$ cat config.mk
export PLATFORM = sky130hd
export DESIGN_NAME = frp_core
export DESIGN_NICKNAME = d
export VERILOG_FILES = /design/src/frp_pkg.sv /design/src/frp_sync.sv /design/src/frp_setup_timer.sv /design/src/frp_core.sv
export SDC_FILE = /design/constraint.sdc
export NUM_CORES = 1
export LEC_CHECK = 0
export BUFFER_PORTS_ARGS = -buffer_cell sky130_fd_sc_hd__buf_2
export CAP_MARGIN = 10
export CORE_ASPECT_RATIO = 0.9
export CORE_MARGIN = 2
export CORE_UTILIZATION = 49
export DETAILED_ROUTE_END_ITERATION = 16
export GPL_TIMING_DRIVEN = 0
export PLACE_DENSITY = 0.91
export RECOVER_POWER = 50
export SLEW_MARGIN = 10
export SYNTH_ARGS = -nofsm -noshare
export SYNTH_HDL_FRONTEND = slang
export SYNTH_SLANG_ARGS = --single-unit
$ cat constraint.sdc
create_clock -name i_clk -period 2.65 [get_ports i_clk]
set_input_delay 0.53 -clock i_clk [delete_from_list [all_inputs] [get_ports i_clk]]
set_output_delay 0.53 -clock i_clk [all_outputs]
set_load 0.01 [all_outputs]
$ cat src/frp_pkg.sv
// Package: constants and carrier types for the flash rewrite protection block
package frp_pkg;
  // ****************************************
  // Register map
  // ****************************************
  localparam logic [19:0] DATA_FLASH_CONTROL_ADDR = 20'hf_0090;
  localparam logic [7:0] DATA_FLASH_CONTROL_RST = 8'h00;
  localparam int ACCESS_ENABLE_BIT = 0;
  // ****************************************
  // Flash geometry
  // ****************************************
  localparam logic [19:0] BOOT0_LAST_ADDR = 20'h0_0fff;
  localparam int CODE_BLOCK_SHIFT = 10;
  localparam int DATA_BLOCK_BYTES = 1024;
  localparam logic [19:0] DATA_FLASH_BASE = 20'hf_1000;
  localparam logic [19:0] DATA_FLASH_LAST = 20'hf_17ff;
  localparam logic [7:0] BLOCK_NONE = 8'h00;
  localparam logic [7:0] BLOCK_ALL = 8'hff;
  // ****************************************
  // Setup timing
  // ****************************************
  localparam int CLK_PERIOD_PS = 4000;
  localparam int SETUP_FAST_NS = 5000;
  localparam int SETUP_SLOW_NS = 720;
  localparam int SETUP_FAST_CYC = (SETUP_FAST_NS * 1000 + CLK_PERIOD_PS - 1) / CLK_PERIOD_PS;
  localparam int SETUP_SLOW_CYC = (SETUP_SLOW_NS * 1000 + CLK_PERIOD_PS - 1) / CLK_PERIOD_PS;
  localparam int SETUP_CNT_W = 11;

  typedef enum logic [1:0] {
    FRP_OP_ERASE = 2'b01,
    FRP_OP_WRITE = 2'b10
  } frp_op_t;

  // Rewrite request from programmer or CPU library
  typedef struct packed {
    logic valid;
    logic serial;
    frp_op_t op;
    logic [19:0] addr;
  } frp_req_t;

  // Security settings
  typedef struct packed {
    logic erase_prohibit;
    logic write_prohibit;
    logic boot0_prohibit;
  } frp_sec_t;
endpackage

$ cat src/frp_sync.sv
// Two-stage synchroniser for pin inputs
`timescale 1ns/1ps
module frp_sync #(
  parameter int W = 1
) (
  input wire logic i_clk,
  input wire logic i_nrst,
  input wire logic [W-1:0] i_d,
  output logic [W-1:0] o_q
);
  logic [W-1:0] meta_q;
  always_ff @(posedge i_clk or negedge i_nrst) begin
    if (!i_nrst) begin
      meta_q <= '0;
      o_q <= '0;
    end else begin
      meta_q <= i_d;
      o_q <= meta_q;
    end
  end
endmodule

$ cat src/frp_setup_timer.sv
// Data flash setup timer started when access is enabled
`timescale 1ns/1ps
module frp_setup_timer (
  input wire logic i_clk,
  input wire logic i_nrst,
  input wire logic i_enable,
  input wire logic i_low_speed,
  output logic o_ready
);
  logic [frp_pkg::SETUP_CNT_W-1:0] cnt_q;
  logic enable_q;
  always_ff @(posedge i_clk or negedge i_nrst) begin
    if (!i_nrst) begin
      cnt_q <= '0;
      enable_q <= 1'b0;
      o_ready <= 1'b0;
    end else begin
      enable_q <= i_enable;
      if (!i_enable) begin
        cnt_q <= '0;
        o_ready <= 1'b0;
      end else if (!enable_q) begin
        // Reload on the rising edge of enable
        cnt_q <= i_low_speed ? frp_pkg::SETUP_CNT_W'(frp_pkg::SETUP_SLOW_CYC - 1)
                             : frp_pkg::SETUP_CNT_W'(frp_pkg::SETUP_FAST_CYC - 1);
        o_ready <= 1'b0;
      end else if (cnt_q != '0) begin
        cnt_q <= cnt_q - 1'b1;
      end else begin
        o_ready <= 1'b1;
      end
    end
  end
endmodule

$ cat src/frp_core.sv
// Flash rewrite protection: window, security prohibitions and data flash gating
//
// Summary of operation
// - Self-programming rewrite outside the window range is refused.
// - Window start and end blocks are set only through serial programming.
// - Serial programming ignores the window.
// - Boot region prohibition beats the window.
// - Window checks only code flash; data flash never restricted by it.
// - Erase prohibition refuses serial erase; self erase still allowed.
// - Write prohibition refuses serial code writes; self writes still allowed.
// - Boot region prohibition refuses erase and write on both paths.
// - No prohibition after shipping; either path may set them.
// - The three prohibitions are independent bits.
// - Erase and boot prohibitions can never be cleared.
// - Write prohibition clears only if others clear and both areas blank.
// - Write prohibition clear becomes usable only after a reset.
// - Data flash erase acts on whole one-kilobyte blocks.
// - Data flash accesses are byte wide only.
// - Data flash readable as data, never fetchable as instructions.
// - Code fetch keeps running during background data flash rewrite.
// - Code flash self-rewrite blocks all data flash access.
// - Control register is frozen during data flash rewrite.
// - Deep-sleep entry is held off during data flash rewrite.
// - Data flash stays stopped after reset until access enable set.
// - Control register is eight bits, resets zero, only bit 0 writable.
// - Access enable 0 disables, 1 enables data flash.
// - Data flash unusable until setup time after enable.
`timescale 1ns/1ps
module frp_core (
  // Clock and reset
  input wire logic i_clk,
  input wire logic i_nrst,
  // Mode pins
  input wire logic i_serial_mode,
  input wire logic i_low_speed_main_mode,
  // Protection setting requests (single-cycle, same clock)
  input wire logic i_win_set,
  input wire logic i_win_set_serial,
  input wire logic [7:0] i_win_start,
  input wire logic [7:0] i_win_end,
  input wire logic i_sec_set,
  input frp_pkg::frp_sec_t i_sec_bits,
  input wire logic i_sec_release,
  input wire logic i_code_blank,
  input wire logic i_data_blank,
  // Rewrite request
  input frp_pkg::frp_req_t i_req,
  input wire logic i_flash_busy,
  // CPU data bus
  input wire logic i_cpu_wr,
  input wire logic i_cpu_rd,
  input wire logic i_cpu_fetch,
  input wire logic [19:0] i_cpu_addr,
  input wire logic [7:0] i_cpu_wdata,
  input wire logic i_cpu_bit_op,
  input wire logic [2:0] i_cpu_bit_pos,
  input wire logic [1:0] i_cpu_size,
  input wire logic i_stop_req,
  // Outputs
  output logic [7:0] o_cpu_rdata,
  output logic o_cpu_err,
  output logic o_flash_go,
  output frp_pkg::frp_req_t o_flash_cmd,
  output logic o_req_refused,
  output logic o_df_access_ok,
  output logic o_fetch_ok,
  output logic o_stop_grant,
  output frp_pkg::frp_sec_t o_sec,
  output logic [7:0] o_win_start,
  output logic [7:0] o_win_end
);
  // ****************************************
  // Pin synchronisation
  // ****************************************
  logic serial_s;
  logic low_speed_s;
  frp_sync #(.W(2)) u_sync (
    .i_clk(i_clk),
    .i_nrst(i_nrst),
    .i_d({i_serial_mode, i_low_speed_main_mode}),
    .o_q({serial_s, low_speed_s})
  );

  function automatic logic is_data_flash(input logic [19:0] a);
    is_data_flash = (a >= frp_pkg::DATA_FLASH_BASE) && (a <= frp_pkg::DATA_FLASH_LAST);
  endfunction

  // ****************************************
  // Window and security state
  // ****************************************
  logic [7:0] win_start_q;
  logic [7:0] win_end_q;
  // Shipped state: no prohibition at power-on
  frp_pkg::frp_sec_t sec_q = '0;
  logic release_armed_q;
  logic [7:0] ctl_q;
  logic df_rewrite_q;
  logic code_rewrite_q;

  always_ff @(posedge i_clk or negedge i_nrst) begin
    if (!i_nrst) begin
      win_start_q <= frp_pkg::BLOCK_NONE;
      win_end_q <= frp_pkg::BLOCK_ALL;
    end else if (i_win_set && i_win_set_serial) begin
      win_start_q <= i_win_start;
      win_end_q <= i_win_end;
    end
  end

  // Armed by reset only; a write prohibition set in this session disarms release until next reset
  always_ff @(posedge i_clk or negedge i_nrst) begin
    if (!i_nrst) begin
      release_armed_q <= 1'b1;
    end else if (i_sec_set && i_sec_bits.write_prohibit) begin
      release_armed_q <= 1'b0;
    end
  end

  logic release_ok;
  assign release_ok = i_sec_release && release_armed_q && !sec_q.erase_prohibit &&
                      !sec_q.boot0_prohibit && i_code_blank && i_data_blank;

  // Security bits stand for flash-held settings: a reset must not clear them,
  // otherwise a reset would lift the permanent prohibitions
  always_ff @(posedge i_clk) begin
    // Erase and boot sets are sticky; independent bits
    sec_q.erase_prohibit <= sec_q.erase_prohibit | (i_sec_set & i_sec_bits.erase_prohibit);
    sec_q.boot0_prohibit <= sec_q.boot0_prohibit | (i_sec_set & i_sec_bits.boot0_prohibit);
    if (i_sec_set && i_sec_bits.write_prohibit) begin
      sec_q.write_prohibit <= 1'b1;
    end else if (release_ok) begin
      sec_q.write_prohibit <= 1'b0;
    end
  end

  // ****************************************
  // Rewrite request checking
  // ****************************************
  logic req_df;
  logic req_boot0;
  logic [7:0] req_block;
  logic in_window;
  logic refuse;
  logic req_serial;
  // The serial flag only counts inside a serial programming session
  assign req_serial = i_req.serial && serial_s;
  always_comb begin
    req_df = is_data_flash(i_req.addr);
    req_block = i_req.addr[17:10];
    req_boot0 = !req_df && (i_req.addr <= frp_pkg::BOOT0_LAST_ADDR);
    in_window = (req_block >= win_start_q) && (req_block <= win_end_q);
    refuse = 1'b0;
    if (!req_serial && !req_df && !in_window) begin
      refuse = 1'b1;
    end
    if (req_boot0 && sec_q.boot0_prohibit) begin
      refuse = 1'b1;
    end
    if (req_serial && i_req.op == frp_pkg::FRP_OP_ERASE && sec_q.erase_prohibit) begin
      refuse = 1'b1;
    end
    if (req_serial && i_req.op == frp_pkg::FRP_OP_WRITE && !req_df &&
        sec_q.write_prohibit) begin
      refuse = 1'b1;
    end
    if (req_df && !req_serial && !o_df_access_ok) begin
      refuse = 1'b1;
    end
  end

  always_ff @(posedge i_clk or negedge i_nrst) begin
    if (!i_nrst) begin
      o_flash_go <= 1'b0;
      o_flash_cmd <= '0;
      o_req_refused <= 1'b0;
    end else begin
      o_flash_go <= i_req.valid && !refuse;
      o_req_refused <= i_req.valid && refuse;
      if (i_req.valid && !refuse) begin
        o_flash_cmd <= i_req;
        if (req_df && i_req.op == frp_pkg::FRP_OP_ERASE) begin
          // Align erase to a whole data block
          o_flash_cmd.addr <= {i_req.addr[19:10], 10'h000};
        end
      end
    end
  end

  // Busy tracking of background rewrites
  always_ff @(posedge i_clk or negedge i_nrst) begin
    if (!i_nrst) begin
      df_rewrite_q <= 1'b0;
      code_rewrite_q <= 1'b0;
    end else if (i_req.valid && !refuse) begin
      df_rewrite_q <= req_df;
      code_rewrite_q <= !req_df && !req_serial;
    end else if (!i_flash_busy && !o_flash_go) begin
      df_rewrite_q <= 1'b0;
      code_rewrite_q <= 1'b0;
    end
  end

  // ****************************************
  // Data flash control register
  // ****************************************
  logic reg_hit;
  assign reg_hit = i_cpu_addr == frp_pkg::DATA_FLASH_CONTROL_ADDR;

  always_ff @(posedge i_clk or negedge i_nrst) begin
    if (!i_nrst) begin
      ctl_q <= frp_pkg::DATA_FLASH_CONTROL_RST;
    end else if (i_cpu_wr && reg_hit && !df_rewrite_q) begin
      if (i_cpu_bit_op) begin
        if (i_cpu_bit_pos == 3'h0) begin
          ctl_q[frp_pkg::ACCESS_ENABLE_BIT] <= i_cpu_wdata[0];
        end
      end else begin
        ctl_q <= {7'h00, i_cpu_wdata[frp_pkg::ACCESS_ENABLE_BIT]};
      end
    end
  end

  logic setup_ready;
  frp_setup_timer u_setup (
    .i_clk(i_clk),
    .i_nrst(i_nrst),
    .i_enable(ctl_q[frp_pkg::ACCESS_ENABLE_BIT]),
    .i_low_speed(low_speed_s),
    .o_ready(setup_ready)
  );

  // ****************************************
  // CPU access gating
  // ****************************************
  logic cpu_df;
  assign cpu_df = is_data_flash(i_cpu_addr);

  always_ff @(posedge i_clk or negedge i_nrst) begin
    if (!i_nrst) begin
      o_df_access_ok <= 1'b0;
      o_fetch_ok <= 1'b0;
      o_stop_grant <= 1'b0;
      o_cpu_rdata <= 8'h00;
      o_cpu_err <= 1'b0;
    end else begin
      o_df_access_ok <= setup_ready && !code_rewrite_q;
      o_fetch_ok <= i_cpu_fetch && !cpu_df;
      o_stop_grant <= i_stop_req && !df_rewrite_q;
      o_cpu_rdata <= (i_cpu_rd && reg_hit) ? ctl_q : 8'h00;
      o_cpu_err <= (i_cpu_fetch && cpu_df) ||
                   ((i_cpu_rd || i_cpu_wr) && cpu_df &&
                    (i_cpu_size != 2'd0 || !o_df_access_ok));
    end
  end

  always_ff @(posedge i_clk or negedge i_nrst) begin
    if (!i_nrst) begin
      o_sec <= '0;
      o_win_start <= 8'h00;
      o_win_end <= 8'h00;
    end else begin
      o_sec <= sec_q;
      o_win_start <= win_start_q;
      o_win_end <= win_end_q;
    end
  end
endmodule

### Word-level counts from Yosys, hierarchy flattened

Index checks and enable logic that the tools add are counted.

* bitwise logic cells: 4
* reduce and logical (&&, ||, !) cells: 55
* equality and inequality tests: 6
* $add $sub $neg: 1
* order comparisons: 7
* mux-type cells: 19

Operators with widths (count)
* $mux W11: 4
* $ge A20 B20 Y1 const B: 2
* $le A20 B20 Y1 const B: 2
* $logic_and A1 B1 Y1: 35
* $eq A20 B20 Y1 const B: 1
* $le A20 B12 Y1 const B: 1
* $mux W1: 14
* $logic_not A1 Y1: 12
* $reduce_bool A11 Y1: 1
* $sub A11 B1 Y11 const B: 1
* $mux W10: 1
* $ge A8 B8 Y1: 1
* $le A8 B8 Y1: 1
* $ne A3 B3 Y1 const B: 2
* $reduce_bool A2 Y1: 2
* $logic_not A3 Y1: 1
* $logic_or A1 B1 Y1: 3
* $and A1 B1 Y1: 2
* $eq A2 B1 Y1 const B: 1
* $eq A2 B2 Y1 const B: 1
* $ne A2 B1 Y1 const B: 1
* $or A1 B1 Y1: 2
* $reduce_and A2 Y1: 1

* flip-flop bits (word level): 90
* input port bits: 92
* logic and storage cells: 122

### Longest topological paths before layout

* depth after elaboration: 13
* mapped depth: 9
* gate-level depth less buffers: 8

### By module

From an unflattened synthesis, not the netlist that was laid out.

* cell total of the unflattened synthesis: 315
* area, all modules: 3961.3 µm²

By module, submodules not included
* frp_core: seq. area each 1823.0 µm², times used 1, area each 3195.6 µm², cells an instance 247
* frp_setup_timer: seq. area each 325.3 µm², times used 1, area each 665.6 µm², cells an instance 64
* frp_sync: seq. area each 100.1 µm², times used 1, area each 100.1 µm², cells an instance 4

### Worst setup path after synthesis

Ideal clock, no wire load.

* kind: input -> register
* start: input i_req[17] (netlist name)
* end: register o_flash_cmd[10] (netlist name)
* setup time: 0.125 ns
* buffers on the path: 1
* data arrival time: 2.258 ns
* stages on the path: 8
* setup slack: 0.267 ns
* cells stage by stage: ha_1 and3_1 nand2_1 o31a_1 o31ai_2 nand2_4 buf_6 mux2_4

* word-level cells in the longest chain between the ends: 12

Ends and longest elaborated chain
* from (decl): RTL line frp_core.sv:47 `input frp_pkg::frp_req_t i_req,`
* $ge A20 B20 Y1 / $le A20 B20 Y1 (equally long branches): RTL line frp_core.sv:85 `is_data_flash = (a >= frp_pkg::DATA_FLASH_BASE) && (a <= frp_pkg::DATA_FLASH_LAST);`
* $logic_and A1 B1 Y1: RTL line frp_core.sv:85
* $logic_not A1 Y1: RTL line frp_core.sv:150, frp_core.sv:153, frp_core.sv:162
* $logic_and A1 B1 Y1 (2 in series): RTL line frp_core.sv:153 `if (!req_serial && !req_df && !in_window) begin`
* $mux W1: RTL line frp_core.sv:153
* $mux W1: RTL line frp_core.sv:156 `if (req_boot0 && sec_q.boot0_prohibit) begin`
* $mux W1: RTL line frp_core.sv:159 `if (req_serial && i_req.op == frp_pkg::FRP_OP_ERASE && sec_q.erase_prohibit) begin`
* $mux W1: RTL line frp_core.sv:162 `if (req_serial && i_req.op == frp_pkg::FRP_OP_WRITE && !req_df &&`
* $mux W1 (*): RTL line frp_core.sv:166 `if (req_df && !req_serial && !o_df_access_ok) begin`
* $logic_not A1 Y1 (*): RTL line frp_core.sv:179 `if (i_req.valid && !refuse) begin`
* $logic_and A1 B1 Y1 (*): RTL line frp_core.sv:179
* to (signal assigned): RTL line frp_core.sv:180 `o_flash_cmd <= i_req;`
* to (decl): RTL line frp_core.sv:63 `output frp_pkg::frp_req_t o_flash_cmd,`

Mark *: on every way between the ends. The rest lies on a longest branch, timed or not.
A chain may end at the register's enable or synchronous reset.

### Worst setup path in the final report

* start: register win_start_q[0]
* end: register o_flash_cmd[18] (netlist name)

* word-level cells in the longest chain between the ends: 11

Ends and longest elaborated chain
* from (decl): RTL line frp_core.sv:91 `logic [7:0] win_start_q;`
* from (signal assigned): RTL line frp_core.sv:102 `win_start_q <= frp_pkg::BLOCK_NONE;`
* from (signal assigned): RTL line frp_core.sv:105 `win_start_q <= i_win_start;`
* $ge A8 B8 Y1: RTL line frp_core.sv:151 `in_window = (req_block >= win_start_q) && (req_block <= win_end_q);`
* $logic_and A1 B1 Y1: RTL line frp_core.sv:151
* $logic_not A1 Y1: RTL line frp_core.sv:153
* $logic_and A1 B1 Y1: RTL line frp_core.sv:153
* $mux W1: RTL line frp_core.sv:153
* $mux W1: RTL line frp_core.sv:156
* $mux W1: RTL line frp_core.sv:159
* $mux W1: RTL line frp_core.sv:162
* $mux W1: RTL line frp_core.sv:166
* $logic_not A1 Y1: RTL line frp_core.sv:179
* $logic_and A1 B1 Y1: RTL line frp_core.sv:179

Every way passes these cells.

==> run_results.csv <==
group,metric,value,unit
grt,antenna_found_initial,0,
worst_setup_path,r2r_setup_slack,110,ps
drt,firstDrtPassIters,4,
placement,preCtsSetupSlack,-149.1,ps
yosys,syn_inst,320,
timing,max_freq,394.4,MHz
worst_setup_path,rr_worst_depth,8,
timing,hold_viol_final,0,
cts,clk_pin_slew,90,ps
timing,slew_viol_final,40,
yosys,synth_top_area_cell,"dfrtp_1",
worst_setup_path,path_class,"register to register",
finish,n_antenna_cell,0,
yosys,synth_ff_type,"dfrtp_1",
worst_setup_path,cp-end-kind,"register",
yosys,yosysWarnings,0,
grt,grt_pass1_vias,3076,
cts,cts_made_buffers,9,
worst_setup_path,worstPathCellList,"ha_1 > nand2b_1 > a2111oi_0 > o31a_1 > o31ai_4 > nand2_4 > buf_6 > mux2_4",
cts,cts_root_buf,"clkbuf_8",
floorplan,coreArea,7657,sq um
drt,wire_per_inst,15.44,microns
cts,cts.htree.levels,3,
yosys,ys_types,52,
grt,grt_pass1_wl,14.30,mm
yosys,synthesis.area,3933,sq um
pwr,peakVddDrop,0.0004846,V
floorplan,die-area,8759,sq um
finish,layout_commonest_cell,"buf_2",
worst_setup_path,required,2890,ps
floorplan,die_h,88.99,microns
drt,ant_nets,0,
placement,dpl.hpwl,6.851,mm
run,maxCapViolations,1,
timing,rsz0062_at_grt,"no",
worst_setup_path,path_max_fanout,10,
worst_setup_path,cp_slowest_cell,"a2111oi_0",
yosys,synth_adder_area_share,0.05409,
cts,cts_tree,"done",
worst_hold_path,hp-class,"input port to register",
status,status,"finished, violations left",
yosys,synth_top_area_frac,0.4963,
drt,vias,3021,
placement,gp_congestion,0.8374,
yosys,synth_edf_count,0,
floorplan,ios,149,
drt,viasPerCell,5.272,
grt,track_usage,0.2104,
placement,placed_area,4776,sq um
timing,slew_headroom,-0.4304,
yosys,postSynthAreaPerCell,12.29,sq um
pwr,power_density,693.6,nW/um^2
drt,wirelength,8.848,mm
worst_setup_path,startpoint,"win_start_q[0]",
worst_setup_path,path_depth,8,
yosys,muxShareOfSynthArea,0.08972,
grt,grt_max_degree,49,
grt,grt-ovfl-total,0,
cts,post_cts_buffers,0,
yosys,async_reset_ff_frac,0.9667,
timing,skew,9.328,ps
finish,nNetsFinal,581,
timing,fin_crit_sh,0.9567,
yosys,synth_area_leaders,"dfrtp_1 50%, mux2_2 6.3%, dfstp_2 6.0%",
timing,finalWorstSetupSlack,114.7,ps
placement,io_buffers,134,
finish,drive_above_1_share,0.4130,
cts,insertion_delay,350,ps
floorplan,start_util,0.5136,
worst_setup_path,critPathTopFamily,"compound AO/OA/AOI/OAI gates",
cts,cts_resized,0,
worst_setup_path,path_buf_inv,1,
yosys,synth_compound_area_frac,0.09609,
floorplan,std_cell_rows,30,
floorplan,die_w,98.43,microns
finish,finalCoreUtilization,0.6502,
drt,remaining_drc_errors,0,
worst_setup_path,worstReg2RegEnd,"o_flash_cmd[18]",
drt,drt_iter0_drc,57,
yosys,yosysSeqAreaShare,0.5717,
timing,tightest_slew,2146,ps
cts,ctsHoldBuffers,0,
worst_setup_path,max_stage_delay,520,ps
worst_setup_path,cp.arrival,2780,ps
timing,min_period,2535,ps
pwr,p_total,3453,uW
worst_setup_path,start_kind,"register",
status,violations,"capacitance limit, slew limit",
yosys,synthXorXnorAreaFrac,0.01559,
yosys,synth-simple-area-share,0.1320,
finish,fillers,602,
timing,setup_viol,0,
cts,cts_max_path_buffers,2,
yosys,synth-seq-cells,90,
finish,layout_common_cells,"135 x buf_2, 78 x dfrtp_1, 22 x mux2_2",
finish,fin_area,4979,sq um
yosys,synth_top_family_by_area,"simple AND/OR/NAND/NOR gates",
worst_setup_path,endpoint,"o_flash_cmd[18]",
pwr,power_leakage,0.002501,uW
cts,clkSinkCount,90,
finish,syn2layout_area_growth,26.60,%
worst_setup_path,r2r-start,"win_start_q[0]",
-- state kept, by name, summed over array words and instances, names as in the netlist, 2 cells and up --
| name | flops |
|---|---|
| u_setup.cnt_q | 11 |
| o_flash_cmd | 24 |
| o_win_end | 8 |
| o_win_start | 8 |
| o_sec | 3 |
| win_end_q | 8 |
| u_sync.o_q | 2 |
| sec_q | 3 |
| u_sync.meta_q | 2 |
| win_start_q | 8 |
-- through the flow --
| step | TNS (ps) | hold WS, ps | cells |
|---|---|---|---|
| 6_report | 0 | 291.9 | 573 |
| 5_1_grt | 0 | 271.4 | 573 |
| 3_5_place_dp | -1832 | 334.7 | 557 |
| 3_3_place_gp | -1184 | 336.6 | 556 |
| 4_1_cts | 0 | 146.9 | 573 |
| 2_1_floorplan | 0 | 234.4 | 326 |
-- metal layers --
| layer | track usage | wire [microns] | up-vias |
|---|---|---|---|
| met4 | 0.05978 | 72 | 0 |
| li1 | - | - | 1429 |
| met1 | 0.2419 | 3536 | 1457 |
| met5 | 0 | 0 | - |
| met3 | 0.07271 | 736 | 8 |
| met2 | 0.3797 | 4503 | 127 |
-- layout make-up --
cell class	instances	area, sq um	share of cell area
sequential	90	2248	0.4516
multi-input combinational	204	1559	0.3131
timing repair buffer	135	696.9	0.1400
clock buffer	12	145.1	0.02915
tap	96	120.1	0.02413
buffer	13	85.08	0.01709
inverter	19	71.32	0.01433
clock inverter	4	52.55	0.01056
-- logic make-up after synthesis --
kind of cell	count (synthesis)
flip-flops	90
adder cells (fa/ha/maj)	17
buffers and inverters	32
AND/OR/NAND/NOR	92
other	1
XOR/XNOR	7
multiplexers	29
AO/OA/AOI/OAI	52
-- synth_stat cells, types with 2 or more instances --
cell      number
nand2_1       15
a22o_1        12
nor4_1         5
buf_4          7
dfxtp_1        3
nor2_1        19
nand3b_1       3
mux2_2        22
a21oi_1       12
xor2_1         3
nor4b_1        2
buf_2          2
and2_1         2
o211ai_1       2
o21a_1         2
nor3_1         7
nand2b_1       4
ha_1          17
dfrtp_1       78
a21boi_0       3
mux2_4         7
xnor2_1        4
a31oi_1        4
o21ai_0        2
inv_1         19
nand3_1        6
nor2b_1        4
o31ai_1        2
or4_1          2
nand4_1        3
and3_1        12
clkbuf_1       3
dfstp_2        9
a21o_1         5
-- worst min-delay path by stage --
stage                               start                to  slack [ps]  depth (start not counted)
floorplan                          i_nrst    code_rewrite_q         230                          0
global placement         u_sync.meta_q[1]     u_sync.o_q[1]         340                          0
detailed placement       u_sync.meta_q[1]     u_sync.o_q[1]         330                          0
CTS                                i_nrst    win_start_q[7]         150                          1
global route        i_low_speed_main_mode  u_sync.meta_q[0]         270                          1
finish              i_low_speed_main_mode  u_sync.meta_q[0]         290                          1
-- report_power, final --
part | internal [uW] | total [uW] | switching, uW
logic | 411 | 798 | 387
clock network | 462 | 926 | 464
registers | 1600 | 1730 | 129
Note: power is estimated with default switching activity, not from simulation.
